### config.mk
export PLATFORM = sky130hd
export DESIGN_NAME = ldp_dimming
export DESIGN_NICKNAME = d
export VERILOG_FILES = /design/src/hw/ldp_pkg.sv /design/src/hw/ldp_sync.sv /design/src/hw/ldp_dimming.sv
export VERILOG_INCLUDE_DIRS = /design/src /design/src/hw
export SDC_FILE = /design/constraint.sdc
export NUM_CORES = 1
export LEC_CHECK = 0
export BUFFER_PORTS_ARGS = -buffer_cell sky130_fd_sc_hd__buf_2
export CAP_MARGIN = 20
export CORE_MARGIN = 2
export CORE_UTILIZATION = 31
export CTS_CLUSTER_SIZE = 40
export DETAILED_ROUTE_END_ITERATION = 6
export GPL_TIMING_DRIVEN = 1
export PLACE_DENSITY = 0.52
export SLEW_MARGIN = 10
export SYNTH_ARGS = -nofsm -noshare
export SYNTH_HDL_FRONTEND = slang
export SYNTH_HIERARCHICAL = 1
export SYNTH_SLANG_ARGS = --single-unit
### constraint.sdc
create_clock -name sys_clk -period 17.6 [get_ports sys_clk]
set_input_delay 3.52 -clock sys_clk [delete_from_list [all_inputs] [get_ports sys_clk]]
set_output_delay 3.52 -clock sys_clk [all_outputs]
set_load 0.1 [all_outputs]
### src/hw/ldp_defs.svh
/*
  Constants of the LED dimming PWM block: register offsets, field positions,
  reset values and counter widths.
  Assumes it is included by bare name from hw/ files only.
*/
`ifndef LDP_DEFS_SVH
`define LDP_DEFS_SVH

// measurement counter width; 22 bits covers a 60 Hz input at 100 MHz
`define LDP_CNT_W        22
`define LDP_CNT_MAX      22'h3F_FFFF

// dimming period is 1024 steps, 90 degrees is a quarter of that
`define LDP_STEP_W       10
`define LDP_DUTY_W       11
`define LDP_DUTY_FULL    11'h400
`define LDP_PHASE_STEP   10'h100
`define LDP_DIV_STEPS    4'hA
`define LDP_CODE_W       8
`define LDP_NUM_CH       4
`define LDP_NUM_SYNC     6

// register indices; bus addresses 4'h0, 4'h4, 4'h8 and 4'hC map to the first four
`define LDP_REG_CTRL     4'h0
`define LDP_REG_PERIOD   4'h1
`define LDP_REG_FRAME    4'h2
`define LDP_REG_STATUS   4'h3
`define LDP_REG_LEVEL    4'h4
`define LDP_REG_NONE     4'hF

// control fields
`define LDP_CTRL_ENABLE  0
`define LDP_CTRL_FLOCK   1

// status fields
`define LDP_ST_DIRECT    16
`define LDP_ST_ANALOG    17
`define LDP_ST_LEVEL     18
`define LDP_ST_PSHIFT    19
`define LDP_ST_VALID     20

// reset values
`define LDP_RST_ENABLE   1'b0
`define LDP_RST_FLOCK    1'b0
`define LDP_RST_PERIOD   16'h0061
`define LDP_RST_FSHIFT   3'h0

`endif

### src/hw/ldp_pkg.sv
/*
  Types of the LED dimming PWM block: measurement state and the packed
  state record of the top module.
  Assumes ldp_defs.svh is on the include path.
*/
`include "ldp_defs.svh"
`default_nettype none

package ldp_pkg;

  typedef enum logic [1:0] {
    MEAS_IDLE,
    MEAS_DIV
  } ldp_meas_type;

  typedef struct packed {
    logic                     pwmPrev;
    logic                     frmPrev;
    ldp_meas_type             meas;
    logic [`LDP_CNT_W-1:0]    highCnt;
    logic [`LDP_CNT_W-1:0]    perCnt;
    logic [`LDP_CNT_W:0]      divRem;
    logic [`LDP_CNT_W-1:0]    divDen;
    logic [`LDP_STEP_W-1:0]   divQ;
    logic [3:0]               divBits;
    logic [`LDP_DUTY_W-1:0]   dutyMeas;
    logic                     measValid;
    logic [15:0]              preCnt;
    logic [`LDP_STEP_W-1:0]   stepCnt;
    logic [`LDP_CNT_W-1:0]    frameCnt;
    logic [`LDP_CNT_W-1:0]    frameLen;
    logic [`LDP_DUTY_W-1:0]   effDuty;
    logic                     levelSel;
    logic [`LDP_NUM_CH-1:0]   gate;
    logic                     levelOut;
    logic                     ctrlEnable;
    logic                     ctrlFrameLock;
    logic [15:0]              periodReg;
    logic [2:0]               frameShift;
    logic                     ack;
    logic [31:0]              rdata;
  } ldp_state_type;

endpackage : ldp_pkg

`default_nettype wire

### src/hw/ldp_sync.sv
/*
  Two-flop synchroniser for a bundle of independent level inputs.
  Assumes each bit is a slow level; multi-bit values are not coherent.
*/
`default_nettype none

module ldp_sync #(
  parameter int WIDTH = 1
) (
  // clock and reset
  input  wire logic             sys_clk,
  input  wire logic             reset,
  // asynchronous levels in, synchronous levels out
  input  wire logic [WIDTH-1:0] asyncIn,
  output logic      [WIDTH-1:0] syncOut
);

  logic [WIDTH-1:0] stage1_ff;
  logic [WIDTH-1:0] stage2_ff;

  // first stage feeds only the second stage
  always_ff @(posedge sys_clk or posedge reset) begin
    if (reset) begin
      stage1_ff <= '0;
      stage2_ff <= '0;
    end else begin
      stage1_ff <= asyncIn;
      stage2_ff <= stage1_ff;
    end
  end

  assign syncOut = stage2_ff;

endmodule // ldp_sync

`default_nettype wire

### src/hw/ldp_dimming.sv
/*
  LED dimming PWM controller: direct pass-through or decoded 10-bit duty
  regenerated at an internal or frame-locked rate, optional analog scaling,
  90 degree phase shift and two-level current select, plus an Avalon-MM
  register slave.
  Assumes pins arrive asynchronously, the analog code comes from a converter
  clocked by sys_clk, and the bus master follows Avalon-MM with waitrequest.
*/
// Implementation choices: the register addresses and the Avalon-MM interface to the registers.
// Functional notes
// - select 0 uses primary, 1 secondary current
// - select change: immediate direct, else next period
// - strapped direct mode copies input exactly
// - otherwise measure 10-bit duty, regenerate it
// - analog level arrives as 8-bit duty code
// - analog mode only while analog enable high
// - analog duty is measured duty times code
// - rate from internal oscillator or frame lock
// - phase shift outside direct mode, sequential
// - result gates all four channels, peak current
// - each channel delayed ninety degrees further
`include "ldp_defs.svh"
`default_nettype none

module ldp_dimming (
  // clock and reset
  input  wire logic                   sys_clk,
  input  wire logic                   reset,
  // avalon-mm register slave
  input  wire logic [3:0]             address,
  input  wire logic                   read,
  input  wire logic                   write,
  input  wire logic [31:0]            writedata,
  input  wire logic [3:0]             byteenable,
  output logic      [31:0]            readdata,
  output logic                        waitrequest,
  // dimming pins
  input  wire logic                   dimming_pwm_input,
  input  wire logic                   current_level_select,
  input  wire logic                   analog_dimming_enable,
  input  wire logic                   phase_shift_enable,
  input  wire logic                   frame_sync_input,
  input  wire logic                   directModeStrap,
  // analog level code from the converter, same clock
  input  wire logic [`LDP_CODE_W-1:0] analogLevelCode,
  // channel gates and current level
  output logic      [`LDP_NUM_CH-1:0] channelGate,
  output logic                        currentSetSecondary
);

  ldp_pkg::ldp_state_type st_ff;
  ldp_pkg::ldp_state_type nxt_st;

  logic [`LDP_NUM_SYNC-1:0] pinSync;
  logic                     pwmSync;
  logic                     cselSync;
  logic                     adimSync;
  logic                     psSync;
  logic                     frmSync;
  logic                     directSync;

  ldp_sync #(
    .WIDTH (`LDP_NUM_SYNC)
  ) u_sync (
    .sys_clk (sys_clk),
    .reset   (reset),
    .asyncIn ({directModeStrap, frame_sync_input, phase_shift_enable,
               analog_dimming_enable, current_level_select, dimming_pwm_input}),
    .syncOut (pinSync)
  );

  assign pwmSync    = pinSync[0];
  assign cselSync   = pinSync[1];
  assign adimSync   = pinSync[2];
  assign psSync     = pinSync[3];
  assign frmSync    = pinSync[4];
  assign directSync = pinSync[5];

  // decodes a word address into a register index, shared by read and write
  function automatic logic [3:0] regIndex(input logic [3:0] addr);
    logic [3:0] idx;
    idx = `LDP_REG_NONE;
    case (addr)
      4'h0:    idx = `LDP_REG_CTRL;
      4'h4:    idx = `LDP_REG_PERIOD;
      4'h8:    idx = `LDP_REG_FRAME;
      4'hC:    idx = `LDP_REG_STATUS;
      default: idx = `LDP_REG_NONE;
    endcase
    return idx;
  endfunction

  // byte-lane merge for writable registers
  function automatic logic [31:0] laneMerge(input logic [31:0] old,
                                            input logic [31:0] data,
                                            input logic [3:0]  be);
    logic [31:0] res;
    res = old;
    for (int i = 0; i < 4; i++) begin
      if (be[i]) begin
        res[8*i +: 8] = data[8*i +: 8];
      end
    end
    return res;
  endfunction

  // quarter-period offset of one channel; zero for all while phase shift is off
  function automatic logic [`LDP_STEP_W-1:0] phaseOffset(input int   chan,
                                                         input logic shiftOn);
    logic [`LDP_STEP_W-1:0] off;
    off = '0;
    if (shiftOn) begin
      off = `LDP_STEP_W'(chan * `LDP_PHASE_STEP);
    end
    return off;
  endfunction

  // code 255 counts as full scale so that 100% times 100% stays 100%,
  // traded for a double-size step from code 127 to code 128
  function automatic logic [`LDP_DUTY_W-1:0] scaleDuty(input logic [`LDP_DUTY_W-1:0] duty,
                                                       input logic [`LDP_CODE_W-1:0] code);
    logic [19:0] prod;
    prod = 20'(duty) * 20'({1'b0, code} + 9'(code[`LDP_CODE_W-1]));
    return prod[18:8];
  endfunction

  logic [3:0]  wordIdx;
  logic        direct;
  logic        analogMode;
  logic        frameEdge;
  logic        pwmRise;
  logic        tick;
  logic        periodStart;
  logic [15:0] reload;
  logic [`LDP_CNT_W-1:0]   frameScaled;
  logic [`LDP_CNT_W:0]     divTrial;
  logic [`LDP_DUTY_W-1:0]  targetDuty;
  logic [`LDP_NUM_CH-1:0]  chanOn;
  logic [31:0]             regValue;
  logic [31:0]             ctrlWord;
  logic [31:0]             merged;

  assign wordIdx    = regIndex(address);
  assign direct     = directSync;
  assign analogMode = adimSync & ~directSync;
  assign pwmRise    = pwmSync & ~st_ff.pwmPrev;
  assign frameEdge  = frmSync & ~st_ff.frmPrev & st_ff.ctrlFrameLock;

  // frame-locked rate: 1024 steps per frame divided by 2^shift periods
  assign frameScaled = st_ff.frameLen >> (`LDP_STEP_W + st_ff.frameShift);
  assign reload      = st_ff.ctrlFrameLock ? frameScaled[15:0]
                                           : st_ff.periodReg;
  assign tick        = (st_ff.preCnt >= reload);
  assign periodStart = frameEdge | (tick & (&st_ff.stepCnt));

  assign targetDuty = analogMode ? scaleDuty(st_ff.dutyMeas, analogLevelCode)
                                 : st_ff.dutyMeas;

  assign divTrial = {st_ff.divRem[`LDP_CNT_W-1:0], 1'b0};

  // each channel compares the step count shifted back by its phase offset
  genvar ch;
  generate
    for (ch = 0; ch < `LDP_NUM_CH; ch++) begin : g_chan
      logic [`LDP_STEP_W-1:0] offset;
      logic [`LDP_STEP_W-1:0] phase;
      assign offset = phaseOffset(ch, psSync);
      assign phase  = st_ff.stepCnt - offset;
      assign chanOn[ch] = ({1'b0, phase} < st_ff.effDuty);
    end
  endgenerate

  assign ctrlWord = {30'h0000_0000, st_ff.ctrlFrameLock, st_ff.ctrlEnable};
  assign merged   = laneMerge(regValue, writedata, byteenable);

  always_comb begin
    regValue = 32'h0000_0000;
    case (wordIdx)
      `LDP_REG_CTRL:   regValue = ctrlWord;
      `LDP_REG_PERIOD: regValue = {16'h0000, st_ff.periodReg};
      `LDP_REG_FRAME:  regValue = {29'h0000_0000, st_ff.frameShift};
      `LDP_REG_STATUS: begin
        regValue[`LDP_DUTY_W-1:0] = st_ff.dutyMeas;
        regValue[`LDP_ST_DIRECT]  = direct;
        regValue[`LDP_ST_ANALOG]  = analogMode;
        regValue[`LDP_ST_LEVEL]   = st_ff.levelOut;
        regValue[`LDP_ST_PSHIFT]  = psSync & ~direct;
        regValue[`LDP_ST_VALID]   = st_ff.measValid;
        regValue[31:24]           = analogLevelCode;
      end
      default:         regValue = 32'h0000_0000;
    endcase
  end

  always_comb begin
    nxt_st         = st_ff;
    nxt_st.pwmPrev = pwmSync;
    nxt_st.frmPrev = frmSync;

    // duty measurement: high time over period, rising edge to rising edge
    if (pwmRise) begin
      // the rising cycle is already high and counts as the first high cycle
      nxt_st.highCnt = `LDP_CNT_W'(1);
      nxt_st.perCnt  = `LDP_CNT_W'(1);
      if (st_ff.meas == ldp_pkg::MEAS_IDLE && st_ff.perCnt != '0
          && st_ff.perCnt != `LDP_CNT_MAX) begin
        nxt_st.meas    = ldp_pkg::MEAS_DIV;
        nxt_st.divRem  = {1'b0, st_ff.highCnt};
        nxt_st.divDen  = st_ff.perCnt;
        nxt_st.divQ    = '0;
        nxt_st.divBits = '0;
      end
    end else begin
      if (st_ff.perCnt != `LDP_CNT_MAX) begin
        nxt_st.perCnt = st_ff.perCnt + `LDP_CNT_W'(1);
      end
      if (pwmSync && st_ff.highCnt != `LDP_CNT_MAX) begin
        nxt_st.highCnt = st_ff.highCnt + `LDP_CNT_W'(1);
      end
    end

    // a static input has no edges: it reads as 0% or 100% after timeout
    if (st_ff.perCnt == `LDP_CNT_MAX) begin
      nxt_st.dutyMeas  = pwmSync ? `LDP_DUTY_FULL : '0;
      nxt_st.measValid = 1'b1;
    end

    // restoring division gives ten fraction bits, one per cycle
    case (st_ff.meas)
      ldp_pkg::MEAS_IDLE: begin
        nxt_st.divBits = '0;
      end
      ldp_pkg::MEAS_DIV: begin
        if (divTrial >= {1'b0, st_ff.divDen}) begin
          nxt_st.divRem = divTrial - {1'b0, st_ff.divDen};
          nxt_st.divQ   = {st_ff.divQ[`LDP_STEP_W-2:0], 1'b1};
        end else begin
          nxt_st.divRem = divTrial;
          nxt_st.divQ   = {st_ff.divQ[`LDP_STEP_W-2:0], 1'b0};
        end
        nxt_st.divBits = st_ff.divBits + 4'h1;
        if (st_ff.divBits == `LDP_DIV_STEPS - 4'h1) begin
          nxt_st.meas      = ldp_pkg::MEAS_IDLE;
          nxt_st.dutyMeas  = {1'b0, nxt_st.divQ};
          nxt_st.measValid = 1'b1;
        end
      end
      default: begin
        nxt_st.meas = ldp_pkg::MEAS_IDLE;
      end
    endcase

    // frame length is measured between synchronised frame edges
    if (frmSync && !st_ff.frmPrev) begin
      nxt_st.frameLen = st_ff.frameCnt;
      nxt_st.frameCnt = '0;
    end else if (st_ff.frameCnt != `LDP_CNT_MAX) begin
      nxt_st.frameCnt = st_ff.frameCnt + `LDP_CNT_W'(1);
    end

    // step generator; a frame edge realigns phase to the frame
    if (frameEdge) begin
      nxt_st.preCnt  = '0;
      nxt_st.stepCnt = '0;
    end else if (tick) begin
      nxt_st.preCnt  = '0;
      nxt_st.stepCnt = st_ff.stepCnt + `LDP_STEP_W'(1);
    end else begin
      nxt_st.preCnt  = st_ff.preCnt + 16'h0001;
    end

    // duty and current level change only on a period boundary
    if (periodStart) begin
      nxt_st.effDuty  = targetDuty;
      nxt_st.levelSel = cselSync;
    end

    // output stage
    if (!st_ff.ctrlEnable) begin
      nxt_st.gate     = '0;
      nxt_st.levelOut = cselSync;
    end else if (direct) begin
      nxt_st.gate     = {`LDP_NUM_CH{pwmSync}};
      nxt_st.levelOut = cselSync;
    end else begin
      nxt_st.gate     = chanOn;
      nxt_st.levelOut = st_ff.levelSel;
    end

    // bus: one wait state; a write lands on the waited edge, and ack keeps the
    // master's held cycle at the taken edge from being taken as a second write
    nxt_st.ack = (read | write) & ~st_ff.ack;
    if ((read | write) && !st_ff.ack) begin
      nxt_st.rdata = read ? regValue : 32'h0000_0000;
      if (write) begin
        case (wordIdx)
          `LDP_REG_CTRL: begin
            nxt_st.ctrlEnable    = merged[`LDP_CTRL_ENABLE];
            nxt_st.ctrlFrameLock = merged[`LDP_CTRL_FLOCK];
          end
          `LDP_REG_PERIOD: nxt_st.periodReg  = merged[15:0];
          `LDP_REG_FRAME:  nxt_st.frameShift = merged[2:0];
          default:         nxt_st.rdata      = 32'h0000_0000;
        endcase
      end
    end
  end

  always_ff @(posedge sys_clk or posedge reset) begin
    if (reset) begin
      st_ff               <= '0;
      st_ff.meas          <= ldp_pkg::MEAS_IDLE;
      st_ff.ctrlEnable    <= `LDP_RST_ENABLE;
      st_ff.ctrlFrameLock <= `LDP_RST_FLOCK;
      st_ff.periodReg     <= `LDP_RST_PERIOD;
      st_ff.frameShift    <= `LDP_RST_FSHIFT;
    end else begin
      st_ff <= nxt_st;
    end
  end

  assign waitrequest         = (read | write) & ~st_ff.ack;
  assign readdata            = st_ff.rdata;
  assign channelGate         = st_ff.gate;
  assign currentSetSecondary = st_ff.levelOut;

endmodule // ldp_dimming

`default_nettype wire

==> flow_metrics.tcl <==
set metrics [dict create \
    hold_slack_ns 0.347 \
    drt-initial-drc-count 780 \
    cts-root-buf "clkbuf_16" \
    power.density_mw_per_mm2 111 \
    cts_setup_buffers 0 \
    grt_start_max_net_pins 113 \
    die_y_um 238 \
    rows 85 \
    grt_pass1_wl_um 67600 \
    post-route-period-util 0.505 \
    syn_avg_cell_area_um2 9.42 \
    initial_core_util 0.315 \
    cts_tree "yes" \
    critical_path_arrival_ns 9.38 \
    ys_seq_area_frac 0.377 \
    synth-edff-count 0 \
    drive_gt1_frac 0.110 \
    clock.fmax_mhz 113 \
    ant_nets 0 \
    tightestPinTransition_ns 1.15 \
    setup_viol 0 \
    numCtsBuffers 30 \
    maxCapViolations 0 \
    cts_hold_buffers 0 \
    hp-class "reg2reg" \
    syn_inst 1809 \
    wl_um 40900 \
    clk_pin_slew_ns 0.06 \
    cp.required_ns 18.10 \
    drc_errors 0 \
    syn2layout_area_growth_pct 10.4 \
    die-area_mm2 0.0569 \
    dp_hpwl_um 29500 \
    regArea_mm2 0.00643 \
    die_x_um 238 \
    synth_area_mm2 0.0170 \
    fill_cells 5496 \
    clock_skew_ns 0.0228 \
    rsz0062_at_grt "false" \
    worstSetupStartpoint "analogLevelCode[7]" \
    gp_congestion 0.806 \
    final_nets 2031 \
    multi_input_area_mm2 0.00948 \
    hold_viol 0 \
    min_period_ns 8.88 \
    core_mm2 0.0541 \
    p_leak_nw 8.75 \
    worstPathMaxFanout 11 \
    tns_ns 0 \
    end_kind "register" \
    clk-insertion-delay-late_ns 0.58 \
    first_global_vias 12500 \
    cts_resized 0 \
    synth-main-ff-cell "dfrtp_1" \
    vias 12400 \
    r2r_start "st_ff[145]" \
    max-vdd-ir-drop_uv 55.4 \
    slew_headroom 0.227 \
    dr.pass1.iters 5 \
    min_from "u_sync/stage1_ff[0]" \
    h-tree-depth 1 \
    status "complete, no violations" \
    portBuffers 74 \
    synthArstFlopShare 1.00 \
    start_kind "input port" \
    gr-total-overflow 0 \
    yosys_warnings 6 \
    io_pins 96 \
    antenna_found_initial 0 \
    drt-wirelength-per-cell_um 16.1 \
    criticalPathCategory "in2reg" \
    cts_max_path_buffers 3 \
    viasPerCell 4.90 \
    slew_violations 0 \
    yosysUniqueCellTypes 83 \
    clkSinkCount 257 \
    track_usage 0.145 \
    synth_seq_cells 257 \
]
## logic make-up after synthesis
family	Yosys count	synth area share
xor+xnor	115	0.0591
flops	257	0.377
buf+inv	259	0.0689
simple gates	623	0.182
compound gates	313	0.115
mux	82	0.0531
other cells	1	0.000220
fa+ha+maj	159	0.144
## per-layer routing
metal | GRT usage | part of all wire | vias to the layer above
met5 | 0 | 0 | -
met4 | 0.0295 | 0.018 | 0
met3 | 0.0182 | 0.034 | 35
met2 | 0.235 | 0.45 | 201
met1 | 0.209 | 0.50 | 6079
li1 | - | - | 6103
## synth_stat cells (all sizes together) (4+ instances only)
library cell / number / area share
a211oi: 12 / 0.0053
a21boi: 4 / 0.0018
a21o: 12 / 0.0053
a21oi: 66 / 0.020
a22o: 19 / 0.0098
a22oi: 12 / 0.0053
a31oi: 11 / 0.0044
and2: 14 / 0.0051
and3: 27 / 0.010
and4: 10 / 0.0053
buf: 55 / 0.024
clkbuf: 63 / 0.014
dfrtp: 254 / 0.37
fa: 63 / 0.074
ha: 96 / 0.070
inv: 140 / 0.031
mux2: 35 / 0.023
mux2i: 44 / 0.026
nand2: 219 / 0.048
nand2b: 28 / 0.010
nand3: 51 / 0.015
nand4: 23 / 0.0088
nand4b: 4 / 0.0038
nor2: 128 / 0.028
nor2b: 67 / 0.025
nor3: 18 / 0.0056
nor4: 12 / 0.0074
o211ai: 7 / 0.0031
o21a: 9 / 0.0040
o21ai: 122 / 0.036
o21bai: 7 / 0.0031
o22ai: 6 / 0.0022
o311ai: 4 / 0.0021
or3: 13 / 0.0048
xnor2: 49 / 0.025
xor2: 66 / 0.034
## power breakdown
part	switching (mW)	total, mW	leakage (nW)	internal, mW
clock	0.261	0.646	0.508	0.385
sequential	0.0807	0.750	3.43	0.669
combinational	0.397	0.694	4.81	0.297
total	0.740	2.09	8.75	1.35
## cell type report
class	instances	area share
antenna	1	0.000133
clock inverter	11	0.00612
tap	696	0.0463
timing repair buffer	88	0.0251
inverter	141	0.0285
clock buffer	45	0.0483
sequential	257	0.342
multi-input combinational	1296	0.504
## cell usage in the layout, fill, tap and decap left out, drive strengths merged, types with 6 or more instances in the layout
| cell type | count |
|---|---|
| a211oi | 12 |
| a21o | 12 |
| a21oi | 66 |
| a22o | 19 |
| a22oi | 12 |
| a31oi | 11 |
| and2 | 14 |
| and3 | 27 |
| and4 | 10 |
| buf | 88 |
| clkbuf | 45 |
| clkinv | 7 |
| dfrtp | 254 |
| fa | 63 |
| ha | 96 |
| inv | 142 |
| mux2 | 35 |
| mux2i | 44 |
| nand2 | 219 |
| nand2b | 28 |
| nand3 | 51 |
| nand4 | 23 |
| nor2 | 128 |
| nor2b | 67 |
| nor3 | 18 |
| nor4 | 12 |
| o211ai | 7 |
| o21a | 9 |
| o21ai | 122 |
| o21bai | 7 |
| o22ai | 6 |
| or3 | 13 |
| xnor2 | 49 |
| xor2 | 66 |
## sequential cells by signal (all words and copies together) (netlist names)
signal / cells
u_sync/syncOut: 6
u_sync/stage1_ff: 6
ctrlWord: 2
currentSetSecondary: 1
readdata: 29
st_ff: 187
channelGate: 4
divTrial: 22
## per-stage QoR
step	instances	power (mW)	setup WS (ns)	instance area, um^2	utilization
floorplan	1812	1.32	7.36	17100	-
global placement	2476	1.44	8.12	17800	0.329
detailed placement	2477	1.45	8.10	17800	0.329
CTS	2533	2.12	8.72	18800	0.348
global route	2534	2.23	8.34	18800	0.348
finish	2535	2.09	8.72	18800	0.348
## worst max-delay path, cell delays in order
cell,delay (ns)
buf_2,0.13
ha_1,0.19
ha_1,0.21
nand3_1,0.15
nor2_1,0.08
xnor2_1,0.89
nand2b_1,0.23
fa_1,0.45
fa_1,0.54
inv_1,0.05
fa_1,0.52
inv_1,0.05
fa_1,0.52
inv_1,0.04
ha_1,0.30
nand3_1,0.12
nor4_4,0.21
o31a_1,0.23
nand2b_2,0.17
a21oi_2,0.08
or4b_1,0.50
a41oi_1,0.20
## final timing paths
check,slack (ns),endpoint,depth (start not counted)
worst max-delay path,8.72,st_ff[66],22
worst min-delay path,0.35,u_sync/syncOut[0],0
worst max register to register,12.55,st_ff[70],16
worst min register to register,0.35,u_sync/syncOut[0],0
max in group asynchronous,12.98,st_ff[117],3
min in group asynchronous,3.05,u_sync/stage1_ff[3],2
Note: power is estimated with default switching activity, not from simulation.
